===== config.mk =====
export PLATFORM = sky130hd
export DESIGN_NAME = pdc_ctrl
export DESIGN_NICKNAME = d
export VERILOG_FILES = /design/src/pdc_pkg.sv /design/src/pdc_ctrl.sv
export SDC_FILE = /design/constraint.sdc
export NUM_CORES = 1
export LEC_CHECK = 0
export ABC_AREA = 0
export BUFFER_PORTS_ARGS = -buffer_cell sky130_fd_sc_hd__buf_2
export CORE_MARGIN = 8
export CORE_UTILIZATION = 30
export DETAILED_ROUTE_END_ITERATION = 10
export PLACE_DENSITY = 0.5
export SLEW_MARGIN = 20
export SYNTH_ARGS = -nofsm -noshare
export SYNTH_HDL_FRONTEND = slang
export SYNTH_SLANG_ARGS = --single-unit
export TNS_END_PERCENT = 30

===== constraint.sdc =====
create_clock -name i_clk -period 4.2 [get_ports i_clk]
set_input_delay 0.21 -clock i_clk [delete_from_list [all_inputs] [get_ports i_clk]]
set_output_delay 0.21 -clock i_clk [all_outputs]
set_load 0.05 [all_outputs]

===== src/pdc_pkg.sv =====
// Constants and types for the PLL divider control bits block
package pdc_pkg;

    // Program word positions, counted from bit 1 of the serial stream
    localparam int PDC_WORD_BITS = 12;
    localparam int PDC_POS_FIRST_SEL = 0;
    localparam int PDC_POS_SPARE = 3;
    localparam int PDC_POS_LOCKOUT = 4;
    localparam int PDC_POS_CNT_CLEAR = 5;
    localparam int PDC_POS_CLK_HOLD = 6;
    localparam int PDC_POS_REF_BYPASS = 7;
    localparam int PDC_POS_ALT_LOOP = 8;
    localparam int PDC_POS_SHIFT_GATE = 9;
    localparam int PDC_POS_EXT_FBK = 10;
    localparam int PDC_POS_PD_RST = 11;

    // Values after reset
    localparam logic [2:0] PDC_FIRST_SEL_RST = 3'h1;
    localparam logic [11:0] PDC_WORD_RST = 12'h001;

    // First divider ratios
    localparam logic [3:0] PDC_RATIO_4 = 4'h4;
    localparam logic [3:0] PDC_RATIO_5 = 4'h5;
    localparam logic [3:0] PDC_RATIO_6 = 4'h6;
    localparam logic [3:0] PDC_RATIO_8 = 4'h8;
    localparam logic [3:0] PDC_RATIO_10 = 4'hA;

    typedef enum logic [1:0] {
        PDC_PD_IDLE,
        PDC_PD_UP,
        PDC_PD_DN
    } pdc_pd_state_t;

    // Select code to first divider ratio; code 000 is unlisted, taken as 4
    function automatic logic [3:0] pdc_first_ratio(input logic [2:0] sel);
        logic [3:0] r;
        r = PDC_RATIO_4;
        case (sel)
            3'h3: r = PDC_RATIO_5;
            3'h4: r = PDC_RATIO_6;
            3'h5, 3'h6: r = PDC_RATIO_8;
            3'h7: r = PDC_RATIO_10;
            default: r = PDC_RATIO_4;
        endcase
        return r;
    endfunction : pdc_first_ratio

endpackage : pdc_pkg


===== src/pdc_ctrl.sv =====
// Control-bit logic of a serially programmed PLL clock synthesizer
`timescale 1ns/10ps

module pdc_ctrl import pdc_pkg::*; #(
    parameter int REF_W = 7,
    parameter int FB_W = 6,
    parameter int SEC_W = 9
) (
    input wire logic i_clk,
    input wire logic i_nrst,
    input wire logic i_ser_data,
    input wire logic i_ser_shift,
    input wire logic i_ser_load,
    input wire logic i_vco_en,
    input wire logic i_ref_en,
    input wire logic i_blank,
    input wire logic i_ext_fbk,
    input wire logic i_aux_mode,
    input wire logic i_aux_clk,
    input wire logic i_aux_n1,
    input wire logic [REF_W-1:0] i_ref_div_val,
    input wire logic [FB_W-1:0] i_fb_div_val,
    input wire logic [SEC_W-1:0] i_second_div_val,
    output logic o_clk_p,
    output logic o_clk_n,
    output logic o_load,
    output logic o_second_div,
    output logic o_pd_up,
    output logic o_pd_dn,
    output logic o_pd_oe_n,
    output logic [3:0] o_first_ratio,
    output logic o_lockout
);

    initial begin
        if (REF_W < 1 || FB_W < 1 || SEC_W < 1 || SEC_W > 16) begin
            $error("pdc_ctrl: counter widths out of range");
        end
    end

    // Serial shift register and applied program word
    logic [PDC_WORD_BITS-1:0] shift_q;
    logic [PDC_WORD_BITS-1:0] shift_d;
    logic [PDC_WORD_BITS-1:0] word_q;
    logic [PDC_WORD_BITS-1:0] word_d;
    logic lock_q;
    logic lock_d;

    wire trap_hit = shift_q[PDC_POS_LOCKOUT];
    wire load_ok = i_ser_load & ~lock_q;

    // Bit 1 is shifted in first and ends at the low end
    assign shift_d = i_ser_shift ?
        {i_ser_data, shift_q[PDC_WORD_BITS-1:1]} : shift_q;
    assign lock_d = lock_q | (load_ok & trap_hit);
    assign word_d = (load_ok & ~trap_hit) ? shift_q : word_q;

    always_ff @(posedge i_clk) begin
        if (!i_nrst) begin
            shift_q <= '0;
            word_q <= PDC_WORD_RST;
            lock_q <= 1'b0;
        end else begin
            shift_q <= shift_d;
            word_q <= word_d;
            lock_q <= lock_d;
        end
    end

    wire [2:0] first_sel = word_q[PDC_POS_FIRST_SEL +: 3];
    wire cnt_clear = word_q[PDC_POS_CNT_CLEAR];
    wire clk_hold = word_q[PDC_POS_CLK_HOLD];
    wire ref_bypass = word_q[PDC_POS_REF_BYPASS];
    wire alt_loop = word_q[PDC_POS_ALT_LOOP];
    wire shift_gate = word_q[PDC_POS_SHIFT_GATE];
    wire ext_fbk_en = word_q[PDC_POS_EXT_FBK];
    wire pd_rst_en = word_q[PDC_POS_PD_RST];

    // A locked device stops every counter
    wire run = ~lock_q;
    wire src_en = run & (ref_bypass ? i_ref_en : i_vco_en);

    wire [3:0] ratio = pdc_first_ratio(first_sel);
    wire [3:0] half = {1'b0, ratio[3:1]};

    // First divider: square wave, high for the first half of its period
    logic [3:0] first_cnt_q;
    logic [3:0] first_cnt_d;
    logic first_out_q;
    logic load_raw_q;

    wire first_wrap = src_en & (first_cnt_q >= ratio - 4'h1);
    assign first_cnt_d = !src_en ? first_cnt_q :
        (first_wrap ? 4'h0 : first_cnt_q + 4'h1);
    wire first_out_d = (first_cnt_d < half);
    // Auxiliary mode drives the load path from the software bit instead
    wire load_raw_d = i_aux_mode ? i_aux_n1 : first_out_d;
    // Second divider stepped by load edge
    wire load_rise = run & load_raw_d & ~load_raw_q;

    always_ff @(posedge i_clk) begin
        if (!i_nrst) begin
            first_cnt_q <= 4'h0;
            first_out_q <= 1'b1;
            load_raw_q <= 1'b1;
        end else begin
            first_cnt_q <= first_cnt_d;
            first_out_q <= first_out_d;
            load_raw_q <= run ? load_raw_d : load_raw_q;
        end
    end

    // Second divider: modulus is the value, 0 and 1 both pass every edge
    logic [SEC_W-1:0] sec_cnt_q;
    logic [SEC_W-1:0] sec_cnt_d;
    logic sec_out_q;

    wire sec_tc = load_rise &
        ({1'b0, sec_cnt_q} + 1'b1 >= {1'b0, i_second_div_val});
    assign sec_cnt_d = cnt_clear ? '0 :
        (sec_tc ? '0 : (load_rise ? sec_cnt_q + 1'b1 : sec_cnt_q));
    wire sec_out_d = cnt_clear ? 1'b0 : (sec_tc ? ~sec_out_q : sec_out_q);

    always_ff @(posedge i_clk) begin
        if (!i_nrst) begin
            sec_cnt_q <= '0;
            sec_out_q <= 1'b0;
        end else begin
            sec_cnt_q <= sec_cnt_d;
            sec_out_q <= sec_out_d;
        end
    end

    // Reference divider and internal prescaler, modulus value plus one
    logic [REF_W-1:0] ref_cnt_q;
    logic [FB_W-1:0] pre_cnt_q;

    wire ref_go = run & i_ref_en;
    wire pre_go = run & i_vco_en;
    wire ref_tc = ref_go & (ref_cnt_q == '0);
    wire pre_tc = pre_go & (pre_cnt_q == '0);
    wire [REF_W-1:0] ref_cnt_d = cnt_clear ? i_ref_div_val :
        (ref_tc ? i_ref_div_val : (ref_go ? ref_cnt_q - 1'b1 : ref_cnt_q));
    wire [FB_W-1:0] pre_cnt_d = cnt_clear ? i_fb_div_val :
        (pre_tc ? i_fb_div_val : (pre_go ? pre_cnt_q - 1'b1 : pre_cnt_q));

    always_ff @(posedge i_clk) begin
        if (!i_nrst) begin
            ref_cnt_q <= '0;
            pre_cnt_q <= '0;
        end else begin
            ref_cnt_q <= ref_cnt_d;
            pre_cnt_q <= pre_cnt_d;
        end
    end

    // Feedback source, external pin has priority over the loop choice
    logic ext_fbk_q;
    wire ext_rise = run & i_ext_fbk & ~ext_fbk_q;
    wire loop_fb = alt_loop ? sec_tc : pre_tc;
    wire fb_pulse = ext_fbk_en ? ext_rise : loop_fb;

    wire pd_reset = cnt_clear | (pd_rst_en & i_blank) | lock_q;

    pdc_pd_state_t pd_q;
    pdc_pd_state_t pd_d;

    always_comb begin
        pd_d = pd_q;
        case (pd_q)
            PDC_PD_IDLE: begin
                if (ref_tc && !fb_pulse) begin
                    pd_d = PDC_PD_UP;
                end else if (fb_pulse && !ref_tc) begin
                    pd_d = PDC_PD_DN;
                end
            end
            PDC_PD_UP: begin
                if (fb_pulse) begin
                    pd_d = PDC_PD_IDLE;
                end
            end
            PDC_PD_DN: begin
                if (ref_tc) begin
                    pd_d = PDC_PD_IDLE;
                end
            end
            default: pd_d = PDC_PD_IDLE;
        endcase
        if (pd_reset) begin
            pd_d = PDC_PD_IDLE;
        end
    end

    always_ff @(posedge i_clk) begin
        if (!i_nrst) begin
            pd_q <= PDC_PD_IDLE;
            ext_fbk_q <= 1'b0;
        end else begin
            pd_q <= pd_d;
            ext_fbk_q <= i_ext_fbk;
        end
    end

    // Differential clock with hold and synchronised restart
    logic clk_ph_q;
    logic hold_wait_q;

    wire hold_wait_d = clk_hold | (hold_wait_q & ~load_rise);
    wire held = clk_hold | hold_wait_q;
    // Restarting from the high phase avoids a runt pulse at release
    wire clk_ph_d = held ? 1'b1 : (src_en ? ~clk_ph_q : clk_ph_q);
    wire norm_p = i_aux_mode ? i_aux_clk : clk_ph_d;
    wire clk_p_d = lock_q ? 1'b0 : (held ? 1'b1 : norm_p);
    wire clk_n_d = lock_q ? 1'b1 : (held ? 1'b0 : ~norm_p);

    wire gate_off = shift_gate & i_blank;
    wire load_d = ~gate_off & ~lock_q & load_raw_d;
    wire second_d = ~gate_off & ~lock_q & sec_out_d;

    always_ff @(posedge i_clk) begin
        if (!i_nrst) begin
            clk_ph_q <= 1'b1;
            hold_wait_q <= 1'b0;
            o_clk_p <= 1'b0;
            o_clk_n <= 1'b1;
            o_load <= 1'b0;
            o_second_div <= 1'b0;
        end else begin
            clk_ph_q <= clk_ph_d;
            hold_wait_q <= hold_wait_d;
            o_clk_p <= clk_p_d;
            o_clk_n <= clk_n_d;
            o_load <= load_d;
            o_second_div <= second_d;
        end
    end

    // Detector pins float while cleared or locked out
    always_ff @(posedge i_clk) begin
        if (!i_nrst) begin
            o_pd_up <= 1'b0;
            o_pd_dn <= 1'b0;
            o_pd_oe_n <= 1'b1;
            o_first_ratio <= PDC_RATIO_4;
            o_lockout <= 1'b0;
        end else begin
            o_pd_up <= (pd_d == PDC_PD_UP);
            o_pd_dn <= (pd_d == PDC_PD_DN);
            o_pd_oe_n <= cnt_clear | lock_q;
            o_first_ratio <= ratio;
            o_lockout <= lock_d;
        end
    end

endmodule : pdc_ctrl


Word level (Yosys, flattened, before mapping)
Cells that the tools add are included.
- add/sub/neg operators: 6
- $mul: 0
- div/mod/pow operators: 0
- order comparisons: 3
- equal/unequal tests: 9
- shifts and indexed selects: 0
- multiplexer cells: 26
- bitwise gates (word level): 36
- reductions and logical operators: 12
- operators by type and width (kind ; count):
    2-to-1 mux 7 bit ; 3
    AND 1 bit ; 20
    2-to-1 mux 6 bit ; 3
    one-hot mux 4 bit (4 select lines) ; 1
    equality test 3 bit (second input constant) ; 4
    2-to-1 mux 1 bit ; 11
    adder 9 x 1 -> 10 bit (second input constant) ; 1
    >= comparator 10 x 9 -> 1 bit ; 1
    2-to-1 mux 2 bit ; 5
    inverter 1 bit ; 10
    adder 9 x 1 -> 9 bit (second input constant) ; 1
    2-to-1 mux 4 bit ; 2
    logical NOT 7 bit ; 1
    subtractor 7 x 1 -> 7 bit (second input constant) ; 1
    logical NOT 6 bit ; 1
    OR 1 bit ; 6
    one-hot mux 2 bit (3 select lines) ; 1
    nonzero test 3 bit ; 2
    subtractor 6 x 1 -> 6 bit (second input constant) ; 1
    adder 4 x 1 -> 4 bit (second input constant) ; 1
    equality test 2 x 1 -> 1 bit (second input constant) ; 2
    equality test 2 bit (second input constant) ; 2
    >= comparator 4 bit ; 1
    < comparator 4 x 3 -> 1 bit ; 1
    other kinds (7) ; 10
- bits in registers: 69
- bits in latches: 0
- bits in writable memories: 0
- memory bits (read-only): 0
- input port bits: 34
- output and inout bits: 12
- word-level logic and storage cells: 113
- memories kept: 0

Longest topological paths before layout
- depth in word-level cells: 21
- mapped depth: 18
- depth with buffers taken out: 17

Worst setup path before layout
Ideal clock, no wire load.
- kind: flip-flop to flip-flop
- start: register word_q[1]
- end: register sec_out_q
- library setup time: 0.123 ns
- data arrival time: 3.188 ns
- data required time: 4.077 ns
- setup slack: 0.889 ns
- cell stages (with the launch flop): 18
- buffers on the path: 1
- period minus slack after synthesis: 3.311 ns
- path through: dfxtp_1 > xnor2_1 > nand2_1 > ha_1 > xnor2_1 > ha_1 > nand3_1 > a21oi_1 > or3_1 > o21ai_0 > nand2_1 > o21ai_0 > ha_1 > nor4_1 > a31o_1 > buf_2 > a21oi_1 > or2_2
- longest elaborated chain between the ends: 15
- elaborated cells between the ends (all ways): 19
- those cells by class: add/sub: 1; order compare: 2; eq/ne: 5; mux: 6; bitwise: 4; reduce/logical: 1
- ends and longest elaborated chain (element ; line ; source):
    start, declared ; pdc_ctrl.sv:44 ; logic [PDC_WORD_BITS-1:0] word_q;
    start signal, assigned ; pdc_ctrl.sv:65 ; word_q <= word_d;
    equality test 3 bit ; pdc_pkg.sv:38 ; case (sel)
    OR reduction 2 bit ; pdc_pkg.sv:38 ;
    one-hot mux 4 bit (4 select lines) * ; pdc_pkg.sv:38 ;
    subtractor 4 x 1 -> 4 bit * ; pdc_ctrl.sv:92 ; wire first_wrap = src_en & (first_cnt_q >= ratio - 4'h1);
    >= comparator 4 bit * ; pdc_ctrl.sv:92 ;
    AND 1 bit * ; pdc_ctrl.sv:92 ;
    2-to-1 mux 4 bit * ; pdc_ctrl.sv:94 ; (first_wrap ? 4'h0 : first_cnt_q + 4'h1);
    2-to-1 mux 4 bit * ; pdc_ctrl.sv:93 ; assign first_cnt_d = !src_en ? first_cnt_q :
    via first_cnt_d[2] ; pdc_ctrl.sv:88 ; logic [3:0] first_cnt_d;
    < comparator 4 x 3 -> 1 bit * ; pdc_ctrl.sv:95 ; wire first_out_d = (first_cnt_d < half);
    2-to-1 mux 1 bit * ; pdc_ctrl.sv:97 ; wire load_raw_d = i_aux_mode ? i_aux_n1 : first_out_d;
    AND 1 bit * (2 in a row) ; pdc_ctrl.sv:99 ; wire load_rise = run & load_raw_d & ~load_raw_q;
    AND 1 bit * ; pdc_ctrl.sv:118 ; wire sec_tc = load_rise &
    2-to-1 mux 1 bit * (2 in a row) ; pdc_ctrl.sv:122 ; wire sec_out_d = cnt_clear ? 1'b0 : (sec_tc ? ~sec_out_q : sec_out_q);
    end signal, assigned ; pdc_ctrl.sv:130 ; sec_out_q <= sec_out_d;
    end, declared ; pdc_ctrl.sv:116 ; logic sec_out_q;
The timed path passes the listed nets; every way through them passes the cells marked *.
A chain may end at the register's enable or synchronous reset.

Final worst setup path
- start: register word_q[0]
- end: register pd_q[1]
- longest elaborated chain between the ends: 20
- elaborated cells between the ends (all ways): 27
- those cells by class: add/sub: 1; order compare: 2; eq/ne: 5; mux: 11; bitwise: 4; reduce/logical: 4
- ends and longest elaborated chain (element ; line ; source):
    equality test 3 bit ; pdc_pkg.sv:38 ;
    OR reduction 2 bit ; pdc_pkg.sv:38 ;
    one-hot mux 4 bit (4 select lines) * ; pdc_pkg.sv:38 ;
    subtractor 4 x 1 -> 4 bit * ; pdc_ctrl.sv:92 ;
    >= comparator 4 bit * ; pdc_ctrl.sv:92 ;
    AND 1 bit * ; pdc_ctrl.sv:92 ;
    2-to-1 mux 4 bit * ; pdc_ctrl.sv:94 ;
    2-to-1 mux 4 bit * ; pdc_ctrl.sv:93 ;
    via first_cnt_d[2] ; pdc_ctrl.sv:88 ;
    (+4 left out) ; -- ;
    AND 1 bit * ; pdc_ctrl.sv:118 ;
    2-to-1 mux 1 bit * ; pdc_ctrl.sv:160 ; wire loop_fb = alt_loop ? sec_tc : pre_tc;
    2-to-1 mux 1 bit * ; pdc_ctrl.sv:161 ; wire fb_pulse = ext_fbk_en ? ext_rise : loop_fb;
    logical AND 1 bit / logical NOT 1 bit (equally long branches) ; pdc_ctrl.sv:174, pdc_ctrl.sv:172 ;
    2-to-1 mux 2 bit / logical AND 1 bit (equally long branches) ; pdc_ctrl.sv:174, pdc_ctrl.sv:172 ;
    2-to-1 mux 2 bit ; pdc_ctrl.sv:172 ; if (ref_tc && !fb_pulse) begin
    one-hot mux 2 bit (3 select lines) * ; pdc_ctrl.sv:170 ; case (pd_q)
    2-to-1 mux 2 bit * ; pdc_ctrl.sv:190 ; if (pd_reset) begin
    end signal, assigned ; pdc_ctrl.sv:200 ; pd_q <= pd_d;
    end, declared ; pdc_ctrl.sv:165 ; pdc_pd_state_t pd_q;
Marked as above.

==> flow_summary.ini <==
[global_route]
antenna_found_initial = 0
wire_length_of_the_first_global_routing_pass_um = 12800
grt_max_usage_layer = met2
global_route.usage.met1_pct = 13.1
gr-usage-met3_pct = 3.82
globalRouteMet2Util_pct = 17.3
grt_overflow_total = 0
number_of_global_route_vias_before_repair = 2712
grt_max_degree = 41
global_route_usage_sum_pct = 10.8

[power_and_ir_drop]
internal_power_mw = 1.04
pwr_density_cell_nw_per_um2 = 379
clk_pwr_share_pct = 32.7
switching_share_pct = 28.9
share_comb_of_total_power_pct = 19.1
peakVddDrop_mv = 0.167
switchingPower_uw = 423
seq_power_share_pct = 48.2
leakage_nw = 1.65

[timing]
setup_slack_ns = 0.474
maxSlewHeadroom_pct = 50.0
final-max-slew-violation-count = 0
post-route-period-util_pct = 88.7
fin_tns_setup_ns = 0
timing.final.setup_violations = 0
worst_slew_pin_slew_ns = 0.751
fin_worst_skew_ns = 0.0110
grt_setup_unrepaired = false
hold_violations = 0
max_clock_freq_ghz = 0.268
final_period_minus_worst_setup_slack_ns = 3.73

[clock_tree]
cts_buffers = 9
clk_latency_ns = 0.34
clkTransAtPathRegs_ns = 0.07
postCtsHoldBufs = 0
tritoncts = yes
post-cts-setup-buffer-count = 0
cts_resized = 0
cts_num_sinks = 67
cts_root_buf = sky130_fd_sc_hd__clkbuf_8
htreeDepth = 3
clock_path_buffers = 2

[detailed_routing]
finalWirelength_um = 7780
drc_marker_count_from_the_first_detailed_route_iteration = 94
routed_wire_per_std_cell_um = 13.4
num_vias = 2884
post-route-drc-count = 0
post_drt_via_cell_ratio = 4.96
drt-pass1-iter-count = 4
route.antenna.remaining_nets = 0

[setup_path]
crit_end_element = flip-flop
critical_path_required_ns = 4.44
crit_fanout = 11
critical_path_arrival_ns = 3.96
critPathKind = flip-flop to flip-flop
timing.critical_path.from_type = flip-flop
ff2ff_path_depth = 16

[yosys]
area_fraction_in_compound_gates_after_synthesis_pct = 17.1
yosys.area_share.xor_xnor_pct = 2.63
synth_sequential_area_ratio_pct = 40.3
unique_masters_post_synth = 48
yosysWarnings = 0
syn_area_per_cell_um2 = 8.49
synthAdderAreaFrac_pct = 7.52
main_combinational_cell_family_by_area_after_synthesis = simple AND/OR/NAND/NOR gates
synthMuxAreaShare_pct = 4.81
yosys_register_bits = 67
syn_inst = 392
mappedNetlistArea_um2 = 3330
synth_nets = 446
area_share_of_and_or_nand_nor_cells_after_synthesis_pct = 23.7

[die]
core_area_um2 = 10800
fp.dieH_um = 121
initial_core_util_pct = 30.7
design.portCount = 46
die-area_um2 = 14700
chipWidth_um = 121
row_count = 38

[placed_design]
place_worst_setup_slack_ns = 0.488
gp_congestion = 0.808
detailed_place_hpwl_um = 5790
placed_cells_incl_taps = 566
input_output_buffers = 45

[finish]
post_layout_net_count = 491
drive_above_1_share_pct = 14.7
fill_cells = 1154
p_r_area_growth_vs_syn_pct = 16.0
finish.cell_count_without_fillers = 582
antenna_cells_inserted = 0

[min_path]
hold_class = input port to flip-flop
holdPathStages = 3

[run]
cap_violations = 0

[status]
run_status = finished, final reports clean
[cell families after synthesis]
group / Yosys count
AND/OR/NAND/NOR: 159
AO/OA/AOI/OAI: 86
flip-flops: 67
buffers and inverters: 34
adder cells (fa/ha/maj): 20
multiplexers: 16
XOR/XNOR: 10
[critical path, stage by stage, from the launching register on]
cell and delay, ns:
sky130_fd_sc_hd__dfxtp_1 0.40, sky130_fd_sc_hd__xnor2_1 0.13, sky130_fd_sc_hd__nand2_1 0.11, sky130_fd_sc_hd__ha_1 0.20, sky130_fd_sc_hd__xnor2_1 0.13, sky130_fd_sc_hd__ha_1 0.29
sky130_fd_sc_hd__nand3_1 0.06, sky130_fd_sc_hd__a21oi_1 0.20, sky130_fd_sc_hd__or3_1 0.16, sky130_fd_sc_hd__o21ai_0 0.07, sky130_fd_sc_hd__nand2_1 0.07, sky130_fd_sc_hd__o21ai_0 0.10
sky130_fd_sc_hd__ha_1 0.21, sky130_fd_sc_hd__nor4_1 0.50, sky130_fd_sc_hd__a31o_1 0.48, sky130_fd_sc_hd__a41oi_2 0.22, sky130_fd_sc_hd__nor4bb_1 0.29
[metal layers]
layer / part of all wire [%] / vias up / wire length, µm
met4: 1.5 / 0 / 116
met2: 45 / 44 / 3530
met5: 0 / - / 0
met1: 49 / 1349 / 3790
met3: 4.4 / 9 / 339
li1: - / 1482 / -
[worst paths after layout]
kind	from	endpoint	slack, ns
max	word_q[0]$_SDFFE_PN1P_	pd_q[1]$_SDFF_PN0_	0.47
min	i_ser_data	shift_q[11]$_SDFFE_PN0P_	0.10
max reg2reg	word_q[0]$_SDFFE_PN1P_	pd_q[1]$_SDFF_PN0_	0.47
min reg2reg	word_q[11]$_SDFFE_PN0P_	word_q[11]$_SDFFE_PN0P_	0.46
[placed cells by master (no fill, tap or decap), types with 11 or more instances in the layout]
master / instances
sky130_fd_sc_hd__dfxtp_1: 67
sky130_fd_sc_hd__nor2_1: 44
sky130_fd_sc_hd__clkbuf_8: 11
sky130_fd_sc_hd__mux2i_1: 16
sky130_fd_sc_hd__nand2_1: 42
sky130_fd_sc_hd__ha_1: 20
sky130_fd_sc_hd__o21ai_0: 15
sky130_fd_sc_hd__nand3_1: 16
sky130_fd_sc_hd__inv_1: 21
sky130_fd_sc_hd__buf_2: 45
sky130_fd_sc_hd__a21oi_1: 35
[metrics by stage]
stage | hold slack, ns | power (mW) | cell area (µm²) | utilization (%)
final | 0.102 | 1.46 | 3860 | 35.6
after floorplan | 0.332 | 0.935 | 3330 | -
after CTS | 0.0799 | 1.49 | 3860 | 35.6
after global placement | 0.445 | 1.00 | 3690 | 34.0
after detailed placement | 0.449 | 1.00 | 3690 | 34.0
after global routing | 0.0805 | 1.56 | 3860 | 35.6
[power by group through the flow]
stage / clock network [mW] / logic [mW] / registers, mW
global route: 0.529 / 0.319 / 0.712
global placement: 0 / 0.279 / 0.720
finish: 0.478 / 0.280 / 0.706
CTS: 0.500 / 0.284 / 0.706
floorplan: 0 / 0.200 / 0.734
detailed placement: 0 / 0.284 / 0.720
[registers in the layout (all words and copies together), names as in the netlist, 2 cells and up]
register,count
pre_cnt_q,6
o_first_ratio,4
sec_cnt_q,9
ref_cnt_q,7
pd_q,2
shift_q,12
word_q,10
first_cnt_q,4
[synth_stat cells (all sizes together)]
library cell  instances  share of area, %
dfxtp                67                40
or3                   4              0.75
nand2                42               4.7
a21o                  1              0.23
or4                   1              0.23
nor4b                 1              0.26
a31oi                 3               1.0
nor3b                 5               1.1
a31o                  1              0.26
nand2b                3              0.56
o22ai                 2              0.38
o41a                  1              0.34
a32o                  6               1.8
xnor2                 6               1.6
o31ai                 3              0.68
xor2                  4               1.1
or2                   5               1.0
and3                  3              0.56
nor2b                 4              0.75
clkinv                1              0.11
nand3b                3              0.68
a211oi                5               1.1
a21oi                35               5.3
buf                   6              0.79
o211ai                1              0.23
o21a                  5               1.1
o21ai                15               2.3
and2                  9               1.7
ha                   20               7.5
clkbuf                6              0.68
o311ai                2              0.53
or4b                  1              0.30
a2bb2oi               2              0.53
nor4                  5              0.94
a41oi                 1              0.49
mux2i                16               4.8
and4bb                2              0.75
inv                  21               2.4
nor2                 44               5.0
nor4bb                2              0.60
nor3                  9               1.4
o221a                 1              0.34
nand3                16               2.4
a211o                 2              0.53
[layout make-up]
cell class | instances | area, µm² | area share [%]
multi-input combinational | 291 | 1860 | 48.1
sequential | 67 | 1340 | 34.7
timing repair buffer | 46 | 233 | 6.03
tap | 140 | 175 | 4.54
clock buffer | 14 | 163 | 4.21
inverter | 22 | 82.6 | 2.14
clock inverter | 2 | 10.0 | 0.259
Note: power is estimated with default switching activity, not from simulation.
